**src/pkg/drp_map.vh**
```
`ifndef DRP_MAP_VH
`define DRP_MAP_VH
// PCI bus commands.
`define DRP_CMD_IO_RD 4'h2
`define DRP_CMD_MEM_RD 4'h6
`define DRP_CMD_CFG_RD 4'hA
`define DRP_CMD_MRM 4'hC
`define DRP_CMD_MRL 4'hE
// Prefetch boundaries in DWORDs.
`define DRP_BND_DEFAULT 10'h010
`define DRP_BND_MRM_DEFAULT 10'h020
`define DRP_BND_FLOW 11'h400
`define DRP_BE_ALL_ON 4'h0
`define DRP_QUEUE_DEPTH 4
`define DRP_FIFO_DEPTH 4
`endif

```
**src/hdl/drp_req_queue.v**
```verilog
`timescale 1ns/1ps
// Delayed read request queue with duplicate detection.
module drp_req_queue #(
	parameter DEPTH = 4,
	parameter IW = 2
) (
	// Clock and reset
	input wire ref_clk,
	input wire reset,
	// Push side
	input wire push,
	input wire [31:0] push_addr,
	input wire [3:0] push_cmd,
	input wire push_par,
	input wire [3:0] push_be,
	output wire full,
	output reg dup,
	// Pop side
	input wire pop,
	output wire head_valid,
	output wire [31:0] head_addr,
	output wire [3:0] head_cmd,
	output wire [3:0] head_be,
	output wire head_par
);
	reg [31:0] addr_reg [0:DEPTH-1];
	reg [3:0] cmd_reg [0:DEPTH-1];
	reg [3:0] be_reg [0:DEPTH-1];
	reg [DEPTH-1:0] par_reg;
	reg [DEPTH-1:0] vld_reg;
	reg [IW-1:0] wp_reg;
	reg [IW-1:0] rp_reg;
	wire [DEPTH-1:0] hit;
	integer k;

	assign full = &vld_reg;
	assign head_valid = vld_reg[rp_reg];
	assign head_addr = addr_reg[rp_reg];
	assign head_cmd = cmd_reg[rp_reg];
	assign head_be = be_reg[rp_reg];
	assign head_par = par_reg[rp_reg];

	genvar g;
	generate
		for (g = 0; g < DEPTH; g = g + 1) begin : g_cmp
			assign hit[g] = vld_reg[g] && addr_reg[g] == push_addr &&
				cmd_reg[g] == push_cmd;
		end
	endgenerate

	always @* begin
		dup = |hit;
	end

	always @(posedge ref_clk or posedge reset) begin
		if (reset) begin
			vld_reg <= {DEPTH{1'b0}};
			wp_reg <= {IW{1'b0}};
			rp_reg <= {IW{1'b0}};
			par_reg <= {DEPTH{1'b0}};
			for (k = 0; k < DEPTH; k = k + 1) begin
				addr_reg[k] <= 32'h0;
				cmd_reg[k] <= 4'h0;
				be_reg[k] <= 4'h0;
			end
		end else begin
			if (pop && head_valid) begin
				vld_reg[rp_reg] <= 1'b0;
				rp_reg <= rp_reg + 1'b1;
			end
			if (push && !full && !dup) begin
				addr_reg[wp_reg] <= push_addr;
				cmd_reg[wp_reg] <= push_cmd;
				be_reg[wp_reg] <= push_be;
				par_reg[wp_reg] <= push_par;
				vld_reg[wp_reg] <= 1'b1;
				wp_reg <= wp_reg + 1'b1;
			end
		end
	end
endmodule // drp_req_queue

```
**src/hdl/drp_fifo.v**
```verilog
`timescale 1ns/1ps
// Read data FIFO facing the initiator bus.
module drp_fifo #(
	parameter WIDTH = 32,
	parameter DEPTH = 4,
	parameter AW = 2
) (
	// Clock, reset and flush
	input wire ref_clk,
	input wire reset,
	input wire flush,
	// Fill side
	input wire in_valid,
	output wire in_ready,
	input wire [WIDTH-1:0] in_data,
	// Drain side
	output wire out_valid,
	input wire out_ready,
	output wire [WIDTH-1:0] out_data,
	output wire [AW:0] free_cnt
);
	reg [WIDTH-1:0] mem_reg [0:DEPTH-1];
	reg [AW-1:0] wp_reg;
	reg [AW-1:0] rp_reg;
	reg [AW:0] cnt_reg;
	wire wr = in_valid && in_ready;
	wire rd = out_valid && out_ready;
	integer k;

	assign in_ready = cnt_reg != DEPTH[AW:0];
	assign out_valid = cnt_reg != {(AW+1){1'b0}};
	assign out_data = mem_reg[rp_reg];
	assign free_cnt = DEPTH[AW:0] - cnt_reg;

	always @(posedge ref_clk or posedge reset) begin
		if (reset) begin
			wp_reg <= {AW{1'b0}};
			rp_reg <= {AW{1'b0}};
			cnt_reg <= {(AW+1){1'b0}};
			for (k = 0; k < DEPTH; k = k + 1)
				mem_reg[k] <= {WIDTH{1'b0}};
		end else if (flush) begin
			wp_reg <= {AW{1'b0}};
			rp_reg <= {AW{1'b0}};
			cnt_reg <= {(AW+1){1'b0}};
		end else begin
			if (wr) begin
				mem_reg[wp_reg] <= in_data;
				wp_reg <= wp_reg + 1'b1;
			end
			if (rd)
				rp_reg <= rp_reg + 1'b1;
			if (wr && !rd)
				cnt_reg <= cnt_reg + 1'b1;
			else if (rd && !wr)
				cnt_reg <= cnt_reg - 1'b1;
		end
	end
endmodule // drp_fifo

```
**src/hdl/drp_ctrl.v**
```verilog
`timescale 1ns/1ps
`include "drp_map.vh"
// Functional notes
// - Every crossing read is a delayed transaction.
// - Prefetch reads enable all byte lanes.
// - Prefetch MRL, MRM, prefetchable memory reads.
// - Non-prefetch fetches one DWORD, then disconnects.
// - Non-prefetch forwards captured byte enables.
// - I/O, config, non-prefetch memory: single DWORD.
// - Prefetch limited by free buffer space.
// - Stop at boundary or target disconnect.
// - Disconnect with last prefetched data.
// - Drop untaken prefetched data at end.
// - Flow-through fetches to 4KB or FRAME release; code measures 4KB from the offset of queue head q_addr, not tgt_addr_reg.
// - MR/MRL with size 0/16: 16 DWORDs.
// - MRM with size 0/16: 32 DWORDs.
// - MR/MRL power-of-two size from 1 to 16: cache line.
// - MRM power-of-two size from 1 to 16: twice cache line.
// - Plain reads: downstream by space, upstream setting.
// - Capture address, command, parity, then byte enables.
// - Retry initiator after capturing request.
// - Hold data until initiator repeats read.
// - Prefetch drives byte enables all low.
// - Four outstanding; duplicates not requeued.
module drp_ctrl #(
	parameter QDEPTH = `DRP_QUEUE_DEPTH,
	parameter FDEPTH = `DRP_FIFO_DEPTH
) (
	// Clock and reset
	input wire ref_clk,
	input wire reset,
	// Configuration
	input wire [7:0] line_size_dwords,
	input wire downstream,
	input wire upstream_prefetch_en,
	// Initiator bus request
	input wire init_addr_valid,
	input wire [31:0] init_addr,
	input wire [3:0] init_cmd,
	input wire init_par,
	input wire init_prefetchable,
	input wire init_irdy,
	input wire [3:0] init_be_n,
	input wire init_frame,
	output wire init_retry,
	output wire init_trdy,
	output wire init_stop,
	output wire [31:0] init_data,
	// Target bus read execution
	output wire tgt_req_valid,
	input wire tgt_req_take,
	output reg [31:0] tgt_addr_reg,
	output reg [3:0] tgt_cmd_reg,
	output reg tgt_par_reg,
	output reg [3:0] tgt_be_n_reg,
	output reg [10:0] tgt_count_reg,
	input wire tgt_data_valid,
	output wire tgt_data_ready,
	input wire [31:0] tgt_data,
	input wire tgt_disconnect,
	output reg tgt_busy_reg
);
	// ----------------------------------------------------------------
	// Capture state
	// ----------------------------------------------------------------
	localparam ST_IDLE = 2'b00;
	localparam ST_ADDR = 2'b01;
	localparam ST_RETRY = 2'b10;
	localparam ST_XFER = 2'b11;

	reg [1:0] state_reg;
	reg [1:0] state_next;
	reg [31:0] cap_addr_reg;
	reg [3:0] cap_cmd_reg;
	reg cap_par_reg;
	reg cap_pref_reg;
	reg match_reg;
	reg flow_reg;
	reg [10:0] left_reg;
	reg [31:0] dat_reg;
	reg xfer_reg;

	wire q_full;
	wire q_dup;
	wire q_valid;
	wire [31:0] q_addr;
	wire [3:0] q_cmd;
	wire [3:0] q_be;
	wire q_par;
	wire f_in_ready;
	wire f_out_valid;
	wire [31:0] f_out_data;
	wire [2:0] f_free;
	wire f_pop;
	wire flush;
	wire q_push;
	wire q_pop;
	wire head_pref;
	wire is_mem;
	wire [10:0] bnd;
	wire [10:0] dw_off;
	wire [10:0] to_bnd;
	wire [10:0] flow_len;
	wire last_beat;

	// ----------------------------------------------------------------
	// Classification
	// ----------------------------------------------------------------
	function pref_of;
		input [3:0] cmd;
		input pspace;
		begin
			case (cmd)
				`DRP_CMD_MRL: pref_of = 1'b1;
				`DRP_CMD_MRM: pref_of = 1'b1;
				`DRP_CMD_MEM_RD: pref_of = downstream ? pspace :
					upstream_prefetch_en;
				default: pref_of = 1'b0;
			endcase
		end
	endfunction

	function [10:0] bnd_of;
		input [3:0] cmd;
		input [7:0] ls;
		reg pow;
		begin
			pow = ls == 8'h01 || ls == 8'h02 || ls == 8'h04 ||
				ls == 8'h08 || ls == 8'h10;
			bnd_of = 11'h001;
			if (cmd == `DRP_CMD_MRM && !pow)
				bnd_of = {1'b0, `DRP_BND_MRM_DEFAULT};
			else if (cmd == `DRP_CMD_MRM)
				bnd_of = {2'b00, ls, 1'b0};
			else if (!pow)
				bnd_of = {1'b0, `DRP_BND_DEFAULT};
			else
				bnd_of = {3'b000, ls};
		end
	endfunction

	assign is_mem = init_cmd == `DRP_CMD_MEM_RD ||
		init_cmd == `DRP_CMD_MRL || init_cmd == `DRP_CMD_MRM;
	assign head_pref = pref_of(q_cmd, q_addr[31] ? 1'b1 : cap_pref_reg);
	assign bnd = bnd_of(q_cmd, line_size_dwords);
	assign dw_off = {1'b0, q_addr[11:2]};
	assign to_bnd = bnd - (dw_off & (bnd - 11'h001));
	assign flow_len = `DRP_BND_FLOW - dw_off;

	// ----------------------------------------------------------------
	// Initiator side state machine
	// ----------------------------------------------------------------
	always @* begin
		state_next = state_reg;
		case (state_reg)
			ST_IDLE: if (init_addr_valid)
				state_next = ST_ADDR;
			ST_ADDR: if (init_irdy)
				state_next = match_reg ? ST_XFER : ST_RETRY;
			ST_RETRY: state_next = ST_IDLE;
			ST_XFER: if (!init_frame || last_beat || !f_out_valid)
				state_next = ST_IDLE;
			default: state_next = ST_IDLE;
		endcase
	end

	always @(posedge ref_clk or posedge reset) begin
		if (reset) begin
			state_reg <= ST_IDLE;
			cap_addr_reg <= 32'h0;
			cap_cmd_reg <= 4'h0;
			cap_par_reg <= 1'b0;
			cap_pref_reg <= 1'b0;
			match_reg <= 1'b0;
			xfer_reg <= 1'b0;
		end else begin
			state_reg <= state_next;
			xfer_reg <= state_next == ST_XFER;
			if (state_reg == ST_IDLE && init_addr_valid) begin
				cap_addr_reg <= init_addr;
				cap_cmd_reg <= init_cmd;
				cap_par_reg <= init_par;
				cap_pref_reg <= init_prefetchable;
				// Memory read commands alias when matching.
				match_reg <= tgt_busy_reg || f_out_valid ?
					init_addr == tgt_addr_reg &&
					(is_mem ? 1'b1 : init_cmd == tgt_cmd_reg) : 1'b0;
			end
		end
	end

	assign q_push = state_reg == ST_ADDR && init_irdy && !match_reg;
	assign init_retry = state_reg == ST_RETRY;

	drp_req_queue #(
		.DEPTH(QDEPTH),
		.IW(2)
	) u_queue (
		.ref_clk(ref_clk),
		.reset(reset),
		.push(q_push),
		.push_addr(cap_addr_reg),
		.push_cmd(cap_cmd_reg),
		.push_par(cap_par_reg),
		.push_be(init_be_n),
		.full(q_full),
		.dup(q_dup),
		.pop(q_pop),
		.head_valid(q_valid),
		.head_addr(q_addr),
		.head_cmd(q_cmd),
		.head_be(q_be),
		.head_par(q_par)
	);

	// ----------------------------------------------------------------
	// Target side launch
	// ----------------------------------------------------------------
	assign tgt_req_valid = q_valid && !tgt_busy_reg && !f_out_valid;
	assign q_pop = tgt_req_valid && tgt_req_take;

	always @(posedge ref_clk or posedge reset) begin
		if (reset) begin
			tgt_addr_reg <= 32'h0;
			tgt_cmd_reg <= 4'h0;
			tgt_par_reg <= 1'b0;
			tgt_be_n_reg <= 4'hF;
			tgt_count_reg <= 11'h0;
			tgt_busy_reg <= 1'b0;
			left_reg <= 11'h0;
			flow_reg <= 1'b0;
		end else if (q_pop) begin
			tgt_addr_reg <= q_addr;
			tgt_cmd_reg <= q_cmd;
			tgt_par_reg <= q_par;
			tgt_busy_reg <= 1'b1;
			flow_reg <= 1'b0;
			if (head_pref) begin
				tgt_be_n_reg <= `DRP_BE_ALL_ON;
				tgt_count_reg <= to_bnd;
				left_reg <= to_bnd;
			end else begin
				tgt_be_n_reg <= q_be;
				tgt_count_reg <= 11'h001;
				left_reg <= 11'h001;
			end
		end else if (tgt_busy_reg) begin
			if (xfer_reg && !flow_reg &&
				tgt_be_n_reg == `DRP_BE_ALL_ON) begin
				flow_reg <= 1'b1;
				left_reg <= flow_len - (tgt_count_reg - left_reg);
			end else if (tgt_data_valid && f_in_ready) begin
				left_reg <= left_reg - 11'h001;
			end
			if (tgt_disconnect || (left_reg == 11'h001 &&
				tgt_data_valid && f_in_ready) ||
				(flow_reg && !init_frame) || flush)
				tgt_busy_reg <= 1'b0;
		end
	end

	assign tgt_data_ready = tgt_busy_reg && f_in_ready &&
		left_reg != 11'h000;

	// ----------------------------------------------------------------
	// Read data buffer
	// ----------------------------------------------------------------
	drp_fifo #(
		.WIDTH(32),
		.DEPTH(FDEPTH),
		.AW(2)
	) u_fifo (
		.ref_clk(ref_clk),
		.reset(reset),
		.flush(flush),
		.in_valid(tgt_data_valid && tgt_data_ready),
		.in_ready(f_in_ready),
		.in_data(tgt_data),
		.out_valid(f_out_valid),
		.out_ready(f_pop),
		.out_data(f_out_data),
		.free_cnt(f_free)
	);

	assign f_pop = state_reg == ST_XFER && init_irdy && f_out_valid;
	assign last_beat = !tgt_busy_reg && f_free == 3'd3;
	// drop untaken data
	// An initiator that ends its burst also ends a running fetch, so
	// no stale data can block the next launch.
	assign flush = state_reg == ST_XFER && state_next == ST_IDLE &&
		(!tgt_busy_reg || !init_frame) && !(f_pop && last_beat);

	always @(posedge ref_clk or posedge reset) begin
		if (reset)
			dat_reg <= 32'h0;
		else if (f_pop)
			dat_reg <= f_out_data;
	end

	assign init_data = f_out_data;
	assign init_trdy = f_pop;
	assign init_stop = state_reg == ST_XFER &&
		(last_beat || !f_out_valid);
endmodule // drp_ctrl

```
**config.mk**
```make
export PLATFORM = sky130hd
export DESIGN_NAME = drp_ctrl
export DESIGN_NICKNAME = d
export VERILOG_FILES = /design/src/hdl/drp_req_queue.v /design/src/hdl/drp_fifo.v /design/src/hdl/drp_ctrl.v
export VERILOG_INCLUDE_DIRS = /design/src /design/src/pkg
export SDC_FILE = /design/constraint.sdc
export NUM_CORES = 1
export LEC_CHECK = 0
export BUFFER_PORTS_ARGS = -buffer_cell sky130_fd_sc_hd__buf_2
export CAP_MARGIN = 25
export CORE_ASPECT_RATIO = 0.9
export CORE_MARGIN = 2
export CORE_UTILIZATION = 61
export CTS_CLUSTER_SIZE = 20
export DETAILED_ROUTE_END_ITERATION = 8
export PLACE_DENSITY = 0.85
export SYNTH_ARGS = -nofsm -noshare
export SYNTH_HDL_FRONTEND = slang
export SYNTH_SLANG_ARGS = --single-unit
```
**constraint.sdc**
```tcl
create_clock -name ref_clk -period 19.4 [get_ports ref_clk]
set_clock_uncertainty 0.15 [all_clocks]
set_input_delay 3.88 -clock ref_clk [delete_from_list [all_inputs] [get_ports ref_clk]]
set_output_delay 3.88 -clock ref_clk [all_outputs]
set_load 0.1 [all_outputs]
```
==> flow_summary.toml, run 1 <==
[setup_path]
timing.critical_path.required_ns = 15.37
reg2regPathDepth = 15
cp_max_fo = 8
startpoint_to_endpoint_class_of_the_critical_path = "in -> out"
critPathLaunchType = "input port"
arrival_ns = 5.00
timing.critical_path.mode_cell = "buf_2"
critPathTopFamily = "buffers and inverters"
critical-path-max-stage-delay_ns = 0.54
setup.worst_path.end_class = "output port"
cpMaxStageDelayCell = "buf_2"
critical_path.reg2reg.endpoint = "left_reg[10]$_DFFE_PP0P_"
worstPathBufferInverterCount = 2
crit-reg2reg-launch = "u_queue.rp_reg[0]$_DFFE_PP0P_"
rrSetupSlack_ns = 13.96
path_cells = "buf_2, nor3b_2, buf_2"

[floorplan]
design.die.area_mm2 = 0.03697
die_x_um = 202.5
start_util_pct = 61.83
core_region_area_mm2 = 0.03497
die-height_um = 182.6
num_rows = 65
floorplan.io_pins = 182

[layout]
layout.nets = 1970
fill_cells = 2318
most-common-layout-cells = "dfrtp_1 (407), mux2_2 (209), buf_2 (181), nand2_1 (145), xnor2_1 (141)"
multi_input_comb_area_mm2 = 0.01052
mostFrequentLayoutCell = "dfrtp_1"
syn2layout_area_growth_pct = 11.71
layout-drive-gt1-share_pct = 31.51
seq_area_mm2 = 0.01037

[sta]
final.setup.tns_ns = 0
maxClockFrequency_ghz = 0.1107
worst-slew-pin-transition_ns = 0.9821
report.final.hold_viol_count = 0
time_the_final_worst_path_needs_with_i_o_delays_and_setup_ns = 9.030
min_period_over_period_pct = 46.55
slew-limit-headroom_pct = 34.13
drv_slew = 0
finalSetupViolCount = 0
whs_ns = 0.3302
grt_setup_unrepaired = "no"

[placement]
numPortBuffers = 181
gp_routability_congestion = 0.9544
hpwlAfterDp_mm = 38.34

[routing]
avgRoutedWirePerCell_um = 24.36
detail-route-antenna-nets = 0
remaining_drc_errors = 0
via_per_inst = 6.308
drt_iter0_drc = 1450
vias = 14720
route.final.wire_length_mm = 56.86
detailed_routing_iteration_count_for_the_pre_antenna_repair_pass = 6

[min_path]
worstHoldStart = "tgt_par_reg$_DFFE_PP0P_"
worstHoldPathCells = 2
hold_end = "tgt_par_reg$_DFFE_PP0P_"
class_of_the_tightest_hold_or_removal_check = "reg -> reg"

[logic_synthesis]
synth_sequential_area_ratio_pct = 47.93
synth.area.mux_share_pct = 25.23
synth.distinct_cells = 81
synth_enable_flop_cells = 0
syn_area_mm2 = 0.02162
synth_compound_area_share_pct = 4.502
combinational_family_with_the_most_area_after_synthesis = "multiplexers"
synth_xor_xnor_area_share_pct = 8.263
post_synth_fa_ha_maj_area_fraction_pct = 3.252
ys.flop_type = "dfrtp_1"
async_flop_share_pct = 100.0
yosys_warnings = 0
synthesis.area_per_instance_um2 = 12.73
synth_cells = 1698
synth-seq-cells = 414
synth_simple_gate_area_share_pct = 7.302

[clocking]
tritoncts = "done"
cts_resized = 0
cts_inserted_buffers = 43
cts_hold_repair.buffers = 0
worst_skew_pair_latency_ns = 0.57
worst_setup_hold_path_clk_slew_ns = 0.06
cts_htree_levels = 2
ctsLongestPathBuffers = 3
clock_sinks = 414
cts_post_setup_buffers_inserted = 0
cts_root_buf = "clkbuf_16"

[global_route]
global_route.usage.total_pct = 31.15
first_global_vias = 15400
wire_length_of_the_first_global_routing_pass_mm = 88.98
grt_remaining_overflow = 0
grt_antenna_before_repair = 3
grt_max_degree = 136

[outcome]
outcome = "finished clean"

[job]
maxcap_viol_count = 0
## cell usage after synthesis, drive strengths merged, types with 38 or more instances
master	count	share of area [%]
buf	74	2.1
clkbuf	39	0.68
dfrtp	410	47
inv	40	0.69
mux2	329	17
mux4	73	7.6
nand2	151	2.8
nor2	38	0.68
o21ai	48	1.1
xnor2	141	5.7
xor2	63	2.6
## routing by layer
metal | vias up | track usage [%] | routed length (um)
li1 | 6305 | - | -
met1 | 7573 | 39.99 | 22110
met2 | 675 | 51.16 | 27550
met3 | 170 | 5.875 | 4179
met4 | 0 | 15.62 | 3021
met5 | - | 0 | 0
## final cells by class
cell class | instances | share of cell area (%)
antenna | 2 | 0.02072
clock buffer | 59 | 5.035
clock inverter | 20 | 1.010
inverter | 40 | 0.6527
multi-input combinational | 1132 | 43.56
sequential | 414 | 42.93
tap | 469 | 2.429
timing repair buffer | 198 | 4.362
## kinds of logic (layout without fill, tap and decap cells)
| group | Yosys count | in the layout |
|---|---|---|
| other | 2 | 5 |
| AND/OR/NAND/NOR | 320 | 320 |
| multiplexers | 411 | 411 |
| XOR/XNOR | 204 | 204 |
| AO/OA/AOI/OAI | 145 | 145 |
| adder cells (fa/ha/maj) | 49 | 49 |
| buffers and inverters | 153 | 317 |
| flip-flops | 414 | 414 |
## metrics by stage
stage          area (um2)  instances  utilization [%]  setup slack, ns
2_1_floorplan       21630       1699                -            3.855
3_3_place_gp        22660       2252            64.80            10.43
3_5_place_dp        22660       2252            64.80            10.40
4_1_cts             24120       2331            68.98            10.39
5_1_grt             24150       2332            69.06            10.30
6_report            24150       2334            69.07            10.37
## worst max-delay path by stage
stage	from	to	slack (ns)	cells past startpoint
final	init_irdy	init_trdy	10.37	3
after global routing	init_irdy	init_trdy	10.30	3
after CTS	init_irdy	init_trdy	10.39	3
after detailed placement	init_irdy	init_trdy	10.40	3
after global placement	init_irdy	init_trdy	10.43	3
after floorplan	reset	cap_addr_reg[0]$_DFFE_PP0P_	3.86	1
## worst reg2reg max path: stages (launching register included)
cell	delay [ns]
dfrtp_2	0.37
buf_4	0.72
mux4_2	0.72
inv_1	0.17
fa_1	0.43
ha_1	0.31
ha_1	0.24
fa_1	0.41
a21o_1	0.19
a21oi_1	0.21
o21ai_0	0.14
a2111oi_0	0.53
nor3_1	0.12
nor4b_1	0.35
o21ai_0	0.18
nand3b_1	0.13
Power of run 1 is left out: the tool's default activity adds up to more than one toggle a clock period on the data nets, which glitch-free logic cannot reach.
==> run 2: changes to the inputs <==
- CORE_UTILIZATION: 61 -> 55
- PLACE_DENSITY: 0.85 -> 0.81
- clock period: 19.4 -> 7.6 ns (I/O delays scaled with it)
==> run 2 against run 1 <==
Cell count grew 2.6%. First-iteration DRC count shrank 14%. Final area increased by 0.82%. Core utilization shrank 5.9 points. Sequential cell count is the same. Sequential share of layout area is 0.35 points lower. Critical path depth increased by 11. Wire length fell by 1.1%.
==> flow_summary.toml, run 2 (synthesized netlist as in run 1, its figures left out) <==
[global_route]
global_route.usage.total_pct = 27.81
first_global_vias = 14570
grt_remaining_overflow = 0
grt_max_degree = 172
wire_length_of_the_first_global_routing_pass_mm = 86.19
grt_antenna_before_repair = 5

[min_path]
worstHoldStart = "u_fifo.mem_reg[71]$_DFFE_PP0P_"
class_of_the_tightest_hold_or_removal_check = "reg -> reg"

[clocking]
cts_root_buf = "clkbuf_16"
cts_post_setup_buffers_inserted = 0
cts_htree_levels = 2
clock_sinks = 414
tritoncts = "done"
worst_setup_hold_path_clk_slew_ns = 0.06
ctsLongestPathBuffers = 3
cts_inserted_buffers = 43
cts_hold_repair.buffers = 0
worst_skew_pair_latency_ns = 0.56
cts_resized = 0

[setup_path]
cp_max_fo = 22
cpMaxStageDelayCell = "dfrtp_2"
critical-path-max-stage-delay_ns = 0.87
path_cells = "mux4_2, inv_1, fa_1, ha_1, ha_1, fa_1, a21o_1, a21oi_1, o21ai_0, a2111oi_0, o21ai_0, nor4b_1, o21ai_0, nand3b_1"
timing.critical_path.from = "u_queue.rp_reg[0]$_DFFE_PP0P_"
crit-reg2reg-launch = "u_queue.rp_reg[0]$_DFFE_PP0P_"
setup.worst_path.end_class = "flip-flop"
timing.critical_path.required_ns = 7.88
timing.critical_path.mode_cell = "o21ai_0"
arrival_ns = 5.44
startpoint_to_endpoint_class_of_the_critical_path = "reg -> reg"
critPathLaunchType = "flip-flop"

[placement]
placed_area_mm2 = 0.02276
numPortBuffers = 181
placed_cells = 2311
gp_routability_congestion = 0.9607
hpwlAfterDp_mm = 39.48

[floorplan]
design.die.area_mm2 = 0.04092
die_x_um = 213.0
num_rows = 68
die-height_um = 192.1
start_util_pct = 56.10
core_region_area_mm2 = 0.03854
floorplan.io_pins = 182

[sta]
slew-limit-headroom_pct = 36.55
drv_slew = 0
min_period_over_period_pct = 67.82
maxClockFrequency_ghz = 0.1940
time_the_final_worst_path_needs_with_i_o_delays_and_setup_ns = 5.155
finalSetupViolCount = 0
final.setup.tns_ns = 0
worst-slew-pin-transition_ns = 0.9445
report.final.hold_viol_count = 0
grt_setup_unrepaired = "no"

[layout]
layout.nets = 1974
layout-drive-gt1-share_pct = 31.40
fill_cells = 2901
syn2layout_area_growth_pct = 12.63
mostFrequentLayoutCell = "dfrtp_1"
fin_util_pct = 63.19
most-common-layout-cells = "dfrtp_1 (407), mux2_2 (209), buf_2 (182), nand2_1 (145), xnor2_1 (141)"
final_area_mm2 = 0.02435
stdcell_count = 2394

[routing]
via_per_inst = 6.022
avgRoutedWirePerCell_um = 23.48
vias = 14420
drt_iter0_drc = 1249
remaining_drc_errors = 0
detail-route-antenna-nets = 0
route.final.wire_length_mm = 56.22
detailed_routing_iteration_count_for_the_pre_antenna_repair_pass = 5

[job]
maxcap_viol_count = 0

[outcome]
outcome = "finished clean"
-- run 2: changes by cell type in the layout (fill, tap and decap cells not counted), sizes merged --
cell / change
bufinv: +5
diode: +1
clkbuf: +3
clkinv: -8
inv: -1
buf: +4
-- run 2: cell type report --
type	instances	area (um2)	area share [%]
Antenna cell	3	7.507	0.03083
Inverter	40	153.9	0.6319
Timing Repair Buffer	202	1114	4.573
Clock buffer	62	1217	4.999
Tap cell	525	656.9	2.697
Multi-Input combinational cell	1132	10520	43.21
Sequential cell	414	10370	42.58
Clock inverter	16	312.8	1.284
-- run 2: worst max-delay path: cells and delay by family (launching register included) --
kind,cells,cell delay [ns]
compound gates,6,1.60
fa+ha+maj,4,1.36
flops,1,0.87
mux,1,0.68
simple gates,2,0.26
buf+inv,1,0.12
-- run 2: metrics by stage --
step                worst slack [ns]  hold slack, ns
floorplan                     0.3517          0.3087
global route                   2.037          0.3564
CTS                            2.444          0.3390
detailed placement             2.461          0.3255
global placement               2.600          0.3090
finish                         2.445          0.3354
-- run 2: path summary, 6_finish.rpt --
path	endpoint	slack [ns]	cells after the start
min in group asynchronous	u_queue.addr_reg[55]$_DFFE_PP0P_	0.96	3
hold / removal	u_fifo.mem_reg[71]$_DFFE_PP0P_	0.34	1
max in group asynchronous	cap_cmd_reg[0]$_DFFE_PP0P_	5.06	4
setup reg to reg	left_reg[10]$_DFFE_PP0P_	2.45	14
hold reg to reg	u_fifo.mem_reg[71]$_DFFE_PP0P_	0.34	1
setup / recovery	left_reg[10]$_DFFE_PP0P_	2.45	14
-- run 2: layer usage --
layer	vias to the layer above	global-route usage [%]	part of all wire, %
li1	6322	-	-
met1	7397	37.52	41
met2	562	45.00	47
met3	130	5.543	8.1
met4	6	9.844	3.5
met5	-	0	0.057
Power of run 2 is left out for the same reason.
==> run 3: changes to the inputs <==
- ABC_AREA: not set -> 1
- CORE_UTILIZATION: 55 -> 61
- PLACE_DENSITY: 0.81 -> 0.85
- clock period: 7.6 -> 4.8 ns (I/O delays scaled with it)
==> run 3 against run 2 <==
Area after synthesis up 4.7%. Sequential share of layout area decreased by 1.1 points. Register-to-register slack worse by 2.0 ns. Global-route usage up 7.9 points. Core utilization is 5.6 points higher. Final area up 2.6%. Wire length up 24%. Via count increased by 51%. Sequential cell count unchanged. Synthesized cell count up 70%. Critical path type unchanged. Critical endpoint unchanged.
==> flow_summary.toml, run 3 <==
[outcome]
outcome = "finished clean"

[floorplan]
design.die.area_mm2 = 0.03869
die_x_um = 207.1
start_util_pct = 62.33
num_rows = 66
floorplan.io_pins = 182
core_region_area_mm2 = 0.03633
die-height_um = 186.8

[clocking]
clock_sinks = 414
cts_hold_repair.buffers = 0
cts_post_setup_buffers_inserted = 0
worst_skew_pair_latency_ns = 0.60
cts_htree_levels = 2
tritoncts = "done"
cts_inserted_buffers = 42
cts_resized = 0
worst_setup_hold_path_clk_slew_ns = 0.06
cts_root_buf = "clkbuf_16"
ctsLongestPathBuffers = 3

[sta]
whs_ns = 0.1180
grt_setup_unrepaired = "no"
finalSetupViolCount = 0
min_period_over_period_pct = 91.24
maxClockFrequency_ghz = 0.2283
report.final.hold_viol_count = 0
drv_slew = 0
worst-slew-pin-transition_ns = 1.118
time_the_final_worst_path_needs_with_i_o_delays_and_setup_ns = 4.379
slew-limit-headroom_pct = 25.44

[routing]
via_per_inst = 6.293
detailed_routing_iteration_count_for_the_pre_antenna_repair_pass = 6
vias = 21790
drt_iter0_drc = 3162
remaining_drc_errors = 0
route.final.wire_length_mm = 69.87
avgRoutedWirePerCell_um = 20.18
detail-route-antenna-nets = 0

[logic_synthesis]
synth_area_leader_cell = "dfrtp_1"
synth_area_leaders = "dfrtp_1 (45%), nand2_1 (14%), o21ai_0 (7.4%)"
synth.top_cell.area_share_pct = 45.30
synth.distinct_cells = 56
yosys.cell_count.top_type = "nand2_1"
async_flop_share_pct = 100.0
synth_sequential_area_ratio_pct = 45.77
synth_cells = 2885
yosys_warnings = 0
synth.top_cells.by_count = "nand2_1 (824), dfrtp_1 (410), o21ai_0 (333), inv_1 (231), nand4_1 (192)"
syn_area_mm2 = 0.02265
synth_enable_flop_cells = 0
synthesis.area_per_instance_um2 = 7.850
ys.flop_type = "dfrtp_1"
synth-seq-cells = 414

[placement]
gp_routability_congestion = 0.9994
placed_area_mm2 = 0.02356
hpwlAfterDp_mm = 44.99
numPortBuffers = 181

[global_route]
grt_max_degree = 168
wire_length_of_the_first_global_routing_pass_mm = 111.8
grt_antenna_before_repair = 5
first_global_vias = 21030
global_route.usage.total_pct = 35.73
grt_remaining_overflow = 0

[setup_path]
startpoint_to_endpoint_class_of_the_critical_path = "reg -> reg"
timing.critical_path.required_ns = 5.12
reg2regPathDepth = 22
arrival_ns = 4.70
cp_max_fo = 27
setup.worst_path.end_class = "flip-flop"
critPathLaunchType = "flip-flop"

[layout]
most-common-layout-cells = "nand2_1 (823), dfrtp_1 (409), o21ai_0 (333), inv_1 (230), nand4_1 (192)"
layout.nets = 3093
mostFrequentLayoutCell = "nand2_1"
syn2layout_area_growth_pct = 10.36
layout-drive-gt1-share_pct = 11.67
final_area_mm2 = 0.02499

[job]
maxcap_viol_count = 0

[min_path]
class_of_the_tightest_hold_or_removal_check = "in -> async"
## run 3: cell type report
| class | instances | area (um2) |
|---|---|---|
| Fill cell | 2878 | 11340 |
| Multi-Input combinational cell | 2033 | 10390 |
| Sequential cell | 414 | 10370 |
| Timing Repair Buffer | 217 | 1309 |
| Clock buffer | 63 | 1250 |
| Inverter | 244 | 922.1 |
| Tap cell | 476 | 595.6 |
| Clock inverter | 12 | 158.9 |
| Antenna cell | 3 | 7.507 |
## run 3: worst max-delay path, stage by stage (launching register included)
cell     delay [ns]
dfrtp_2        0.69
inv_2          0.22
buf_4          0.28
o21ai_0        0.17
nor2_1         0.05
a21oi_1        0.26
fa_1           0.48
ha_1           0.32
ha_1           0.35
nand2_1        0.09
nand3_1        0.11
nand2_1        0.08
nand2_1        0.05
a21oi_1        0.18
nor2_1         0.06
inv_1          0.07
nand2_1        0.06
a21oi_1        0.16
a21oi_1        0.08
o21ai_0        0.10
o21ai_0        0.11
nand2_1        0.07
a21oi_1        0.07
## run 3: kinds of logic (layout without fill, tap and decap cells)
kind of cell,Yosys count,after routing,synth area share [%]
AND/OR/NAND/NOR,1324,1324,25.63
flip-flops,414,414,45.77
buffers and inverters,439,536,8.431
other,2,6,0.03316
AO/OA/AOI/OAI,582,582,14.13
XOR/XNOR,75,75,2.900
adder cells (fa/ha/maj),49,49,3.105
## run 3: per-layer routing
layer	share of wire [%]	routed length (um)	track usage [%]	up-vias
met3	11	7928	7.321	262
met4	4.7	3317	17.61	0
met2	45	31180	54.03	1395
met1	39	27440	49.41	10400
met5	0	0	0	-
li1	-	-	-	9730
## run 3: per-stage QoR
stage / util, % / setup TNS (ns) / setup slack (ns) / cells
floorplan: - / -775.61 / -1.888 / 2886
global placement: 64.76 / 0 / 0.6297 / 3382
detailed placement: 64.83 / 0 / 0.5136 / 3383
CTS: 68.71 / 0 / 0.4846 / 3458
global route: 68.79 / 0 / 0.1651 / 3462
finish: 68.79 / 0 / 0.4206 / 3462
## run 3: final timing paths
check,startpoint,endpoint,slack [ns]
worst max register to register,u_queue.rp_reg[0]$_DFFE_PP0P_,left_reg[10]$_DFFE_PP0P_,0.42
min in group ref_clk,u_queue.be_reg[12]$_DFFE_PP0P_,u_queue.be_reg[12]$_DFFE_PP0P_,0.32
worst min-delay path,reset,u_queue.addr_reg[83]$_DFFE_PP0P_,0.12
worst min register to register,u_queue.be_reg[12]$_DFFE_PP0P_,u_queue.be_reg[12]$_DFFE_PP0P_,0.32
max in group asynchronous,reset,u_fifo.mem_reg[36]$_DFFE_PP0P_,3.28
worst max-delay path,u_queue.rp_reg[0]$_DFFE_PP0P_,left_reg[10]$_DFFE_PP0P_,0.42
Power of run 3 is left out for the same reason.
